`src/logic/flash_self_write_defs.vh`:
```
`ifndef FLASH_SELF_WRITE_DEFS_VH
`define FLASH_SELF_WRITE_DEFS_VH

// register byte offsets on the bus
`define FSW_ADR_PTR 8'h00
`define FSW_ADR_LATCH 8'h04
`define FSW_ADR_CTL 8'h08
`define FSW_ADR_UNLOCK 8'h0C
`define FSW_ADR_OP 8'h10
`define FSW_ADR_STS 8'h14

// flash_control field positions
`define FSW_CTL_PGM_BIT 7
`define FSW_CTL_CFG_BIT 6
`define FSW_CTL_ERASE_BIT 4
`define FSW_CTL_WRERR_BIT 3
`define FSW_CTL_WRITE_ENABLE_BIT_BIT 2
`define FSW_CTL_START_BIT 1

// table operation register fields
`define FSW_OP_RD_BIT 0
`define FSW_OP_WR_BIT 1
`define FSW_OP_MODE_LSB 2
`define FSW_MODE_KEEP 2'h0
`define FSW_MODE_POSTINC 2'h1
`define FSW_MODE_POSTDEC 2'h2
`define FSW_MODE_PREINC 2'h3

// status register fields
`define FSW_STS_DONE_BIT 0
`define FSW_STS_BUSY_BIT 1

// unlock keys
`define FSW_UNLOCK_KEY1 8'h55
`define FSW_UNLOCK_KEY2 8'hAA

// reset values
`define FSW_RST_PTR 22'h000000
`define FSW_RST_BYTE 8'h00

// long cycle timing
`define FSW_PROG_TIME_US 2000
`define FSW_CLK_MHZ 25
`define FSW_LONG_CYCLES (`FSW_PROG_TIME_US * `FSW_CLK_MHZ)

`endif

```
`src/logic/program_flash_self_write.v`:
```
`include "flash_self_write_defs.vh"

// Behaviour
// - table read copies one byte into latch
// - pointer bit 0 picks high or low byte
// - table read may update pointer automatically
// - four pointer modes, low 21 bits only
// - erase unit is 64-byte row only
// - erase row chosen by pointer bits 21..6
// - start only after 55h then AAh unlock
// - start with erase selected erases, stalls ~2ms
// - core halted during long cycle; timer ends it
// - program unit is 8-byte block only
// - eight holding bytes, table write fills one
// - write byte by bits 2..0; block by 21..3
// - control write launches program cycle after filling
// - program start stalls core ~2ms writing block
// - hardware clears start, ignores clear, sets done
// - erase select cleared when erase completes
module program_flash_self_write #(
	parameter LONG_CYCLES = `FSW_LONG_CYCLES,
	parameter CNT_W = 17
) (
	// clock and reset
	input wire core_clk,
	input wire rst_n,
	// wishbone slave
	input wire wb_cyc_i,
	input wire wb_stb_i,
	input wire wb_we_i,
	input wire [7:0] wb_adr_i,
	input wire [3:0] wb_sel_i,
	input wire [31:0] wb_dat_i,
	output reg [31:0] wb_dat_o,
	output reg wb_ack_o,
	// flash array read port
	output reg [20:0] flash_addr,
	input wire [15:0] flash_rdata,
	// flash array long operation
	output reg flash_erase,
	output reg flash_prog,
	output reg [21:0] flash_op_addr,
	output reg [63:0] flash_wdata,
	// core halt
	output reg core_stall
);

	// main states, one-hot
	localparam ST_IDLE = 3'b001;
	localparam ST_READ = 3'b010;
	localparam ST_LONG = 3'b100;
	// unlock progress, one-hot
	localparam U_IDLE = 3'b001;
	localparam U_HALF = 3'b010;
	localparam U_ARM = 3'b100;

	// state registers
	reg [2:0] st_ff;
	reg [2:0] unlock_ff;

	// table pointer and latch
	reg [21:0] ptr_ff;
	reg [7:0] latch_ff;

	// flash_control bits
	reg pgm_sel_ff;
	reg cfg_sel_ff;
	reg erase_sel_ff;
	reg write_enable_bit_ff;
	reg start_ff;

	// status flag and table read byte select
	reg done_flag_ff;
	reg byte_hi_ff;

	// long cycle launch and holding bytes
	reg timer_start_ff;
	reg [7:0] hold_ff [0:7];
	wire timer_done;
	integer i;

	// step the low 21 pointer bits, bit 21 untouched
	function [21:0] ptr_after;
		input [21:0] p;
		input [1:0] mode;
		begin
			if (mode == `FSW_MODE_POSTINC || mode == `FSW_MODE_PREINC)
				ptr_after = {p[21], p[20:0] + 21'h000001};
			else if (mode == `FSW_MODE_POSTDEC)
				ptr_after = {p[21], p[20:0] - 21'h000001};
			else
				ptr_after = p;
		end
	endfunction

	// byte-lane merge of a write into an old word
	function [31:0] lane_merge;
		input [31:0] old;
		input [31:0] nw;
		input [3:0] sel;
		integer k;
		begin
			lane_merge = old;
			for (k = 0; k < 4; k = k + 1)
				if (sel[k])
					lane_merge[k*8 +: 8] = nw[k*8 +: 8];
		end
	endfunction

	// request decode
	wire acc = wb_cyc_i & wb_stb_i & ~wb_ack_o & st_ff[0];
	wire wr = acc & wb_we_i;
	wire lane0 = wb_sel_i[0];
	// pointer step and lane merge
	wire [1:0] op_mode = wb_dat_i[`FSW_OP_MODE_LSB +: 2];
	wire [21:0] op_next = ptr_after(ptr_ff, op_mode);
	wire [21:0] op_eff = (op_mode == `FSW_MODE_PREINC) ? op_next : ptr_ff;
	wire [31:0] ptr_merged = lane_merge({10'h000, ptr_ff}, wb_dat_i, wb_sel_i);
	// launch check and control readback
	wire start_ok = wb_dat_i[`FSW_CTL_START_BIT] & (unlock_ff == U_ARM) &
		wb_dat_i[`FSW_CTL_WRITE_ENABLE_BIT_BIT] & wb_dat_i[`FSW_CTL_PGM_BIT] & ~wb_dat_i[`FSW_CTL_CFG_BIT];
	wire [7:0] ctl_rd = {pgm_sel_ff, cfg_sel_ff, 1'b0, erase_sel_ff, 1'b0, write_enable_bit_ff, start_ff, 1'b0};

	// long cycle timer
	prog_timer #(
		.COUNT(LONG_CYCLES),
		.CNT_W(CNT_W)
	) u_prog_timer (
		.core_clk(core_clk),
		.rst_n(rst_n),
		.start(timer_start_ff),
		.done_ff(timer_done)
	);

	// bus slave, table operations, unlock and long cycle control
	always @(posedge core_clk or negedge rst_n)
	begin
		if (!rst_n)
		begin
			// state and table registers
			st_ff <= ST_IDLE;
			unlock_ff <= U_IDLE;
			ptr_ff <= `FSW_RST_PTR;
			latch_ff <= `FSW_RST_BYTE;
			// control and status bits
			pgm_sel_ff <= 1'b0;
			cfg_sel_ff <= 1'b0;
			erase_sel_ff <= 1'b0;
			write_enable_bit_ff <= 1'b0;
			start_ff <= 1'b0;
			done_flag_ff <= 1'b0;
			byte_hi_ff <= 1'b0;
			timer_start_ff <= 1'b0;
			// bus outputs
			wb_dat_o <= 32'h00000000;
			wb_ack_o <= 1'b0;
			// flash side outputs
			flash_addr <= 21'h000000;
			flash_erase <= 1'b0;
			flash_prog <= 1'b0;
			flash_op_addr <= `FSW_RST_PTR;
			flash_wdata <= 64'h0000000000000000;
			core_stall <= 1'b0;
			// holding bytes cleared
			for (i = 0; i < 8; i = i + 1)
				hold_ff[i] <= `FSW_RST_BYTE;
		end
		else
		begin
			// one-cycle strobes default low
			wb_ack_o <= 1'b0;
			timer_start_ff <= 1'b0;
			case (st_ff)
				ST_IDLE:
				begin
					if (acc)
					begin
						// any access other than the next key breaks the sequence
						unlock_ff <= U_IDLE;
						wb_ack_o <= 1'b1;
						wb_dat_o <= 32'h00000000;
						// table_pointer, byte lanes merged
						if (wb_adr_i == `FSW_ADR_PTR)
						begin
							wb_dat_o <= {10'h000, ptr_ff};
							if (wr)
								ptr_ff <= ptr_merged[21:0];
						end
						// table_latch
						else if (wb_adr_i == `FSW_ADR_LATCH)
						begin
							wb_dat_o <= {24'h000000, latch_ff};
							if (wr && lane0)
								latch_ff <= wb_dat_i[7:0];
						end
						// flash_control
						else if (wb_adr_i == `FSW_ADR_CTL)
						begin
							wb_dat_o <= {24'h000000, ctl_rd};
							if (wr && lane0)
							begin
								pgm_sel_ff <= wb_dat_i[`FSW_CTL_PGM_BIT];
								cfg_sel_ff <= wb_dat_i[`FSW_CTL_CFG_BIT];
								erase_sel_ff <= wb_dat_i[`FSW_CTL_ERASE_BIT];
								write_enable_bit_ff <= wb_dat_i[`FSW_CTL_WRITE_ENABLE_BIT_BIT];
								// start only right after the armed unlock and with writes enabled
								if (start_ok)
								begin
									start_ff <= 1'b1;
									st_ff <= ST_LONG;
									core_stall <= 1'b1;
									timer_start_ff <= 1'b1;
									// kind of cycle follows the erase bit of this write
									if (wb_dat_i[`FSW_CTL_ERASE_BIT])
									begin
										flash_erase <= 1'b1;
										flash_op_addr <= {ptr_ff[21:6], 6'h00};
									end
									else
									begin
										flash_prog <= 1'b1;
										flash_op_addr <= {ptr_ff[21:3], 3'h0};
									end
									// holding bytes handed over at launch
									for (i = 0; i < 8; i = i + 1)
										flash_wdata[i*8 +: 8] <= hold_ff[i];
								end
							end
						end
						else if (wb_adr_i == `FSW_ADR_UNLOCK)
						begin
							// unlock port reads as zero
							if (wr && lane0 && wb_dat_i[7:0] == `FSW_UNLOCK_KEY1)
								unlock_ff <= U_HALF;
							else if (wr && lane0 && wb_dat_i[7:0] == `FSW_UNLOCK_KEY2 && unlock_ff == U_HALF)
								unlock_ff <= U_ARM;
						end
						// table operation, reads as zero
						else if (wb_adr_i == `FSW_ADR_OP)
						begin
							if (wr && lane0 && wb_dat_i[`FSW_OP_RD_BIT])
							begin
								// fetch the word, answer once the byte is latched
								wb_ack_o <= 1'b0;
								flash_addr <= op_eff[21:1];
								byte_hi_ff <= op_eff[0];
								ptr_ff <= op_next;
								st_ff <= ST_READ;
							end
							else if (wr && lane0 && wb_dat_i[`FSW_OP_WR_BIT])
							begin
								// short write into one holding byte
								hold_ff[op_eff[2:0]] <= latch_ff;
								ptr_ff <= op_next;
							end
						end
						// status, done flag write-one-to-clear
						else if (wb_adr_i == `FSW_ADR_STS)
						begin
							wb_dat_o <= {30'h00000000, ~st_ff[0], done_flag_ff};
							if (wr && lane0 && wb_dat_i[`FSW_STS_DONE_BIT])
								done_flag_ff <= 1'b0;
						end
					end
				end
				ST_READ:
				begin
					// odd address returns the high byte of the word
					latch_ff <= byte_hi_ff ? flash_rdata[15:8] : flash_rdata[7:0];
					wb_dat_o <= 32'h00000000;
					wb_ack_o <= 1'b1;
					st_ff <= ST_IDLE;
				end
				ST_LONG:
				begin
					// bus held off; holding bytes untouched until the timer ends
					if (timer_done)
					begin
						st_ff <= ST_IDLE;
						core_stall <= 1'b0;
						start_ff <= 1'b0;
						flash_erase <= 1'b0;
						flash_prog <= 1'b0;
						// erase select drops only after an erase
						if (flash_erase)
							erase_sel_ff <= 1'b0;
					end
				end
				// unused codes fall back to idle
				default:
				begin
					st_ff <= ST_IDLE;
				end
			endcase
			// completion sets the flag, winning over a clear
			if (timer_done)
				done_flag_ff <= 1'b1;
		end
	end

endmodule // program_flash_self_write

```
`src/logic/prog_timer.v`:
```
// self-timed long cycle: done pulses COUNT cycles after start
module prog_timer #(
	parameter COUNT = 50000,
	parameter CNT_W = 17
) (
	// clock and reset
	input wire core_clk,
	input wire rst_n,
	// control
	input wire start,
	output reg done_ff
);

	localparam [CNT_W-1:0] LOAD = COUNT;
	localparam [CNT_W-1:0] ONE = 1;

	reg [CNT_W-1:0] cnt_ff;
	reg run_ff;

	// down counter, one-cycle done at expiry
	always @(posedge core_clk or negedge rst_n)
	begin
		if (!rst_n)
		begin
			cnt_ff <= {CNT_W{1'b0}};
			run_ff <= 1'b0;
			done_ff <= 1'b0;
		end
		else
		begin
			done_ff <= 1'b0;
			if (start)
			begin
				cnt_ff <= LOAD;
				run_ff <= 1'b1;
			end
			else if (run_ff)
			begin
				if (cnt_ff <= ONE + ONE)
				begin
					run_ff <= 1'b0;
					done_ff <= 1'b1;
				end
				cnt_ff <= cnt_ff - ONE;
			end
		end
	end

endmodule // prog_timer

```
`config.mk`:
```
export PLATFORM = sky130hd
export DESIGN_NAME = program_flash_self_write
export DESIGN_NICKNAME = d
export VERILOG_FILES = /design/src/logic/program_flash_self_write.v /design/src/logic/prog_timer.v
export VERILOG_INCLUDE_DIRS = /design/src /design/src/logic
export SDC_FILE = /design/constraint.sdc
export NUM_CORES = 1
export LEC_CHECK = 0
export BUFFER_PORTS_ARGS = -buffer_cell sky130_fd_sc_hd__clkbuf_2
export CAP_MARGIN = 10
export CORE_MARGIN = 2
export CORE_UTILIZATION = 51
export CTS_CLUSTER_DIAMETER = 150
export DETAILED_ROUTE_END_ITERATION = 10
export GPL_TIMING_DRIVEN = 0
export HOLD_SLACK_MARGIN = 0.12
export PLACE_DENSITY = 0.77
export SYNTH_ARGS = -nofsm -noshare
export SYNTH_HDL_FRONTEND = slang
export SYNTH_SLANG_ARGS = --single-unit
export TNS_END_PERCENT = 5
```
`constraint.sdc`:
```
create_clock -name core_clk -period 2.45 [get_ports core_clk]
set_clock_uncertainty 0.15 [all_clocks]
set_input_delay 0.49 -clock core_clk [delete_from_list [all_inputs] [get_ports core_clk]]
set_output_delay 0.49 -clock core_clk [all_outputs]
set_load 0.01 [all_outputs]
```
---- Word-level counts from Yosys, hierarchy flattened ----
Cells that the tools add are included.
cells by class
  add/sub/neg operators ................... 3
  $lt $le $gt $ge ......................... 3
  eq/ne operators ......................... 43
  mux-type cells .......................... 114
  bitwise operators ....................... 17
  reductions and logical operators ........ 34
operators with widths
  kind                   count
  $mux 22                9
  $mux 8                 10
  $reduce_and 9->1       8
  $bwmux 64              1
  $pmux 32 s2            1
  $mux 21                3
  $mux 1                 58
  $mux 3                 16
  $mux 17                2
  $ne 2x2->1 const B     17
  $mux 32                1
  $demux 8 s3            1
  $reduce_and 8->1       3
  $add 21x1->21 const B  1
  $sub 21x1->21 const B  1
  $le 17x2->1 const B    1
  $sub 17x1->17 const B  1
  $eq 8x4->1 const B     2
  $eq 8x5->1 const B     2
  $pmux 8 s2             1
  $reduce_bool 2->1      8
  $ne 3x3->1 const B     5
  $mux 6                 2
  $ne 2x1->1 const B     6
  other kinds (24)       54
storage, ports and cells
  register bits after elaboration ......... 269
  bits of input ports ..................... 65
  output and inout bits ................... 143
  logic and storage cells ................. 246

---- Depth between registers and ports, before layout ----
  word-level depth ........................ 16
  mapped depth ............................ 11
  depth with buffers taken out ............ 8

---- Cells and area by module ----
Synthesis repeated with hierarchy kept, for this count alone.
unflattened totals
  cell total of the unflattened synthesis .. 1185
  area total of the unflattened synthesis .. 11999.0 µm²
by module, submodules not included
  module                    times used  cells an instance  area an instance (µm²)  seq. area each (µm²)
  program_flash_self_write  1           1084               11006.8                 5933.2
  prog_timer                1           101                992.2                   475.5

---- Worst setup path before layout ----
No wires, ideal clock.
  path kind ............................... input -> register
  start point ............................. in wb_stb_i
  end point ............................... reg hold_ff[40] (netlist bit)
  setup time .............................. 0.125 ns
  data arrival time ....................... 2.107 ns
  data required time ...................... 2.175 ns
  setup slack ............................. 0.069 ns
  cell stages on the path ................. 7
  buffers on the path ..................... 1
  cell sequence ........................... and4b_1 -> and3_1 -> clkbuf_2 -> and2_1 -> nor4b_4 -> nand2_2 -> mux2_2
on the way
  word-level cells in the longest chain between the ends .. 8
  elaborated cells between the ends (all ways) .. 9
  classes of those cells .................. bitwise (5); reduce/logical (4)
ends and longest elaborated chain
  what                                 line                                                            source
  start, declared                      program_flash_self_write.v:29                                   input wire wb_stb_i,
  $and 1x1->1 * (3 in series)          program_flash_self_write.v:111                                  wire acc = wb_cyc_i & wb_stb_i & ~wb_ack_o & st_ff[0];
  $and 1x1->1                          program_flash_self_write.v:112                                  wire wr = acc & wb_we_i;
  $logic_and 1x1->1                    program_flash_self_write.v:241, program_flash_self_write.v:250
  $logic_and 1x1->1                    program_flash_self_write.v:241                                  if (wr && lane0 && wb_dat_i[`FSW_OP_RD_BIT])
  $not 1->1 (no source line)           n/a
  $reduce_and 9->1 (no source line) *  n/a
  end signal, assigned by index        program_flash_self_write.v:166                                  hold_ff[i] <= `FSW_RST_BYTE;
  end signal, assigned by index        program_flash_self_write.v:253                                  hold_ff[op_eff[2:0]] <= latch_ff;
  end, declared                        program_flash_self_write.v:78                                   reg [7:0] hold_ff [0:7];
Mark *: on every way between the ends. The rest lies on a longest branch, timed or not.
A chain may end at the register's enable or synchronous reset.

---- Worst setup path after layout ----
  start point ............................. reg ptr_ff[3]
  end point ............................... reg ptr_ff[19]
on the way
  word-level cells in the longest chain between the ends .. 10
  elaborated cells between the ends (all ways) .. 11
  classes of those cells .................. add/sub (2); mux (9)
ends and longest elaborated chain
  what                    line                            source
  start, declared         program_flash_self_write.v:62   reg [21:0] ptr_ff;
  start signal, assigned  program_flash_self_write.v:143  ptr_ff <= `FSW_RST_PTR;
  start signal, assigned  program_flash_self_write.v:187  ptr_ff <= ptr_merged[21:0];
  start signal, assigned  program_flash_self_write.v:247  ptr_ff <= op_next;
  $sub 21x1->21           program_flash_self_write.v:90   ptr_after = {p[21], p[20:0] - 21'h000001};
  $mux 21                 program_flash_self_write.v:89   else if (mode == `FSW_MODE_POSTDEC)
  $mux 21 *               program_flash_self_write.v:87   if (mode == `FSW_MODE_POSTINC || mode == `FSW_MODE_PREINC)
  $mux 22                 program_flash_self_write.v:250  else if (wr && lane0 && wb_dat_i[`FSW_OP_WR_BIT])
  $mux 22 *               program_flash_self_write.v:241
  $mux 22 *               program_flash_self_write.v:239  else if (wb_adr_i == `FSW_ADR_OP)
  $mux 22 *               program_flash_self_write.v:230  else if (wb_adr_i == `FSW_ADR_UNLOCK)
  $mux 22 *               program_flash_self_write.v:197  else if (wb_adr_i == `FSW_ADR_CTL)
  $mux 22 *               program_flash_self_write.v:190  else if (wb_adr_i == `FSW_ADR_LATCH)
  $mux 22 *               program_flash_self_write.v:183  if (wb_adr_i == `FSW_ADR_PTR)
Mark *: on every way between the ends. The rest lies on a longest branch, timed or not. The select of a mux whose other input is x is not followed.

==> key figures <==
Timing
  – Setup Viol. Count Final: 1
  – WHS: 0.1442 ns
  – Final WS setup: -0.01633 ns
  – Fin crit share: 1.007
  – Setup_tns: -0.01633 ns
  – RSZ-0062 raised after global routing: yes
  – Least-Margin Pin Slew: 0.7998 ns
  – Hold Fails Final Rpt: 0
  – Max Slew Vio Count: 0
  – Slew headroom: 0.4668
  – Max frequency: 405.5 MHz
  – Minimum clock period: 2.466 ns

Synth
  – Yosys warning count: 0
  – Netlist cell types: 73
  – Post-synth ARST share: 1.000
  – Area leader, netlist: dfrtp_1
  – Area of the mapped netlist: 11810 um2
  – Register area share after synthesis: 0.5425
  – Number of synthesized flops with an enable pin: 0
  – Number of synthesized register bits: 256
  – Top-count cell post-synth: nand2_1
  – Post-Syn Area per Cell: 9.852 um2
  – Most frequent cells after synthesis: nand2_1 (296), dfrtp_1 (254), nor2_1 (88), mux2_2 (74), a21oi_1 (70)
  – Most area-consuming cells after synthesis: dfrtp_1 (54%), nand2_1 (9.4%), mux2_2 (7.1%), a21oi_1 (3.0%), nor2_1 (2.8%)
  – Synth Instances: 1199
  – Main synth FF type: dfrtp_1
  – Synth top area share: 0.5381

Setup path
  – Worst endpoint required time: 2.72 ns
  – Crit-path max FO: 6
  – WP data arrival: 2.73 ns
  – Reg2reg start: ptr_ff[3]
  – Slowest CP cell: dfrtp_1
  – Worst setup SP type: flip-flop
  – Crit. End Element: flip-flop
  – Reg-to-reg slack, setup: -0.02 ns
  – R2R depth: 7
  – CP most frequent cell: o22a_1
  – Worst Path Class, Setup: flip-flop to flip-flop
  – Worst flop-to-flop path endpoint: ptr_ff[19]
  – Cell Chain, Critical Path: nand4_1 > buf_4 > or2_2 > o32a_1 > nand2b_1 > o22a_1 > o22a_1
  – CP max stage delay: 0.55 ns

Clock tree
  – Clock sink total: 256
  – CTS Buf Count: 27
  – Clk_lat worst skew: 0.54 ns
  – Htree depth: 1
  – CTS tree: yes
  – Clock-pin slew of the registers on the worst-case setup and hold paths: 0.06 ns
  – Clock root buffer: clkbuf_16
  – CTS max path bufs: 3

Placed design
  – Final GP Congestion: 0.9815
  – Placed Cells: 1680
  – Port Buffer Count: 182
  – Hpwl dp: 23080 um
  – Dpl cell area: 13190 um2

Power and ir drop
  – Leakage: 7.602 nW
  – Net Sw Power: 0.002464 W
  – Internal: 0.007265 W
  – Max VDD drop: 0.6038 mV
  – Flop pwr share: 0.451
  – Pwr/cell area: 665.3 nW/um2
  – Comb pwr share: 0.106
  – Sw frac: 0.2532
  – Clock network fraction of total power: 0.443

Min path
  – HP Start: wb_dat_i[12]
  – Min-Delay Endpoint: ptr_ff[12]
  – Hold Path Depth: 3
  – Worst hold path type: primary input to flip-flop

Cells and area
  – Post-Layout Inst Area: 14620 um2
  – Non-filler cells, final: 1746
  – Fill cells: 1833
  – Antenna cells: 0
  – Layout area overhead: 23.79%
  – Share of cells above drive strength 1: 0.2895
  – Nets: 1511
  – Fin util: 0.6439

Outcome
  – Outcome: finished, violations left
  – Failing checks: setup timing

Drt
  – DR WL/cell: 18.85 um
  – Detailed Routing Iterations Pass 1: 8
  – Vias after detailed routing: 9953
  – Residual DRC: 0
  – DR vias/cell: 5.700
  – DRT antenna net count: 0
  – Detailed Route WL: 32910 um
  – DRT iter0 DRCs: 1061

Floorplan
  – Vert. Die Dim: 156.2 um
  – Core area: 22710 um2
  – I/O pins: 208
  – Die W: 156.2 um
  – Row cnt: 55
  – Die area: 24400 um2
  – Starting Density: 0.5202

GRT
  – Total track usage: 0.2695
  – Total global routing overflow: 0
  – Vias in the first global route: 9702
  – First-pass GRT wire length: 51550 um
  – Antenna violations before repair: 0
  – Largest net degree at the start of global routing: 119

Job
  – Max Cap Viol: 0
## routing by layer
metal | wire (um) | up-vias | GRT usage
li1 | - | 4565 | -
met1 | 14140 | 4809 | 0.3827
met2 | 14770 | 493 | 0.4191
met3 | 2828 | 86 | 0.04778
met4 | 1166 | 0 | 0.09699
met5 | 0 | - | 0
## cell type report
type | count | area (um2) | share of cell area
clock inverter | 9 | 160.2 | 0.01095
multi-input combinational | 852 | 5256 | 0.3595
tap | 285 | 356.6 | 0.02439
buffer | 85 | 447.9 | 0.03063
sequential | 256 | 6412 | 0.4385
clock buffer | 39 | 780.7 | 0.05339
inverter | 15 | 63.81 | 0.004364
timing repair buffer | 205 | 1145 | 0.07829
## flip-flops by register name, summed over array words and instances, names as in the netlist, 3 cells and up
| name | count |
|---|---|
| flash_wdata | 64 |
| hold_ff | 64 |
| ptr_ff | 22 |
| wb_dat_o | 22 |
| flash_addr | 21 |
| flash_op_addr | 19 |
| u_prog_timer.cnt_ff | 17 |
| latch_ff | 8 |
| st_ff | 3 |
| unlock_ff | 3 |
## per-stage QoR
| step | power [W] | setup WS (ns) |
|---|---|---|
| global route | 0.01003 | -0.06147 |
| detailed placement | 0.005370 | -0.6264 |
| finish | 0.009729 | -0.01633 |
| CTS | 0.009700 | -0.03888 |
| floorplan | 0.004913 | 0.06874 |
| global placement | 0.005337 | -4.392 |
## cells by family after synthesis
kind of cell,count (synthesis),synth area share
multiplexers,87,0.08156
flip-flops,256,0.5425
AND/OR/NAND/NOR,534,0.2088
other,1,0.0003175
XOR/XNOR,34,0.02521
adder cells (fa/ha/maj),4,0.004237
buffers and inverters,103,0.04025
AO/OA/AOI/OAI,180,0.09713
## power groups by stage
stage | clock (W) | combinational, W | sequential, W
6_report | 0.00431 | 0.00103 | 0.00439
5_1_grt | 0.00452 | 0.00111 | 0.00439
4_1_cts | 0.00434 | 0.000974 | 0.00438
3_5_place_dp | 0 | 0.000919 | 0.00445
3_3_place_gp | 0 | 0.000888 | 0.00445
2_1_floorplan | 0 | 0.000469 | 0.00444
## critical path, delay by kind of cell (launching register included)
kind,cells,cell delay (ns)
AO/OA/AOI/OAI,3,0.79
AND/OR/NAND/NOR,3,0.68
flip-flops,1,0.55
buffers and inverters,1,0.17
## cell usage in the layout, fill, tap and decap left out, types with 5 or more instances in the layout
cell	netlist	routed
a21oi_1	70	70
a221o_1	6	6
a22o_1	14	14
and2_1	8	6
and3_1	13	13
buf_1	9	9
buf_2	15	12
buf_4	14	31
clkbuf_1	47	38
clkbuf_16	0	27
clkbuf_2	1	191
clkbuf_8	0	7
conb_1	1	13
dfrtp_1	254	251
dlygate4sd3_1	0	5
inv_1	14	13
mux2_2	74	74
mux2i_1	13	12
nand2_1	296	294
nand2_2	8	5
nand2_4	1	5
nand2b_1	11	11
nand3_1	24	23
nand4_1	16	16
nor2_1	88	85
nor3_1	18	14
nor4_4	1	6
o21ai_0	35	33
o22a_1	5	5
o22ai_1	9	9
xnor2_1	25	24
xor2_1	9	8
## how the worst max path moves through the flow
stage | startpoint | endpoint | slack [ns]
2_1_floorplan | wb_stb_i | hold_ff[40] | 0.07
3_3_place_gp | rst_n | flash_wdata[37] | -4.39
3_5_place_dp | wb_adr_i[2] | flash_addr[8] | -0.63
4_1_cts | ptr_ff[12] | ptr_ff[16] | -0.04
5_1_grt | st_ff[0] | ptr_ff[3] | -0.06
6_report | ptr_ff[3] | ptr_ff[19] | -0.02
## repair_timing
| item | 4_1_cts | 5_1_grt |
|---|---|---|
| gates resized for setup | 35 | 54 |
| buffers inserted | 4 | 12 |
| pin swaps | 4 | 7 |
| hold buffers | 5 | 0 |
| setup endpoints to repair | 214 | 185 |
| hold endpoints to repair | 35 | 0 |
Power figures use the tool's default switching activity.
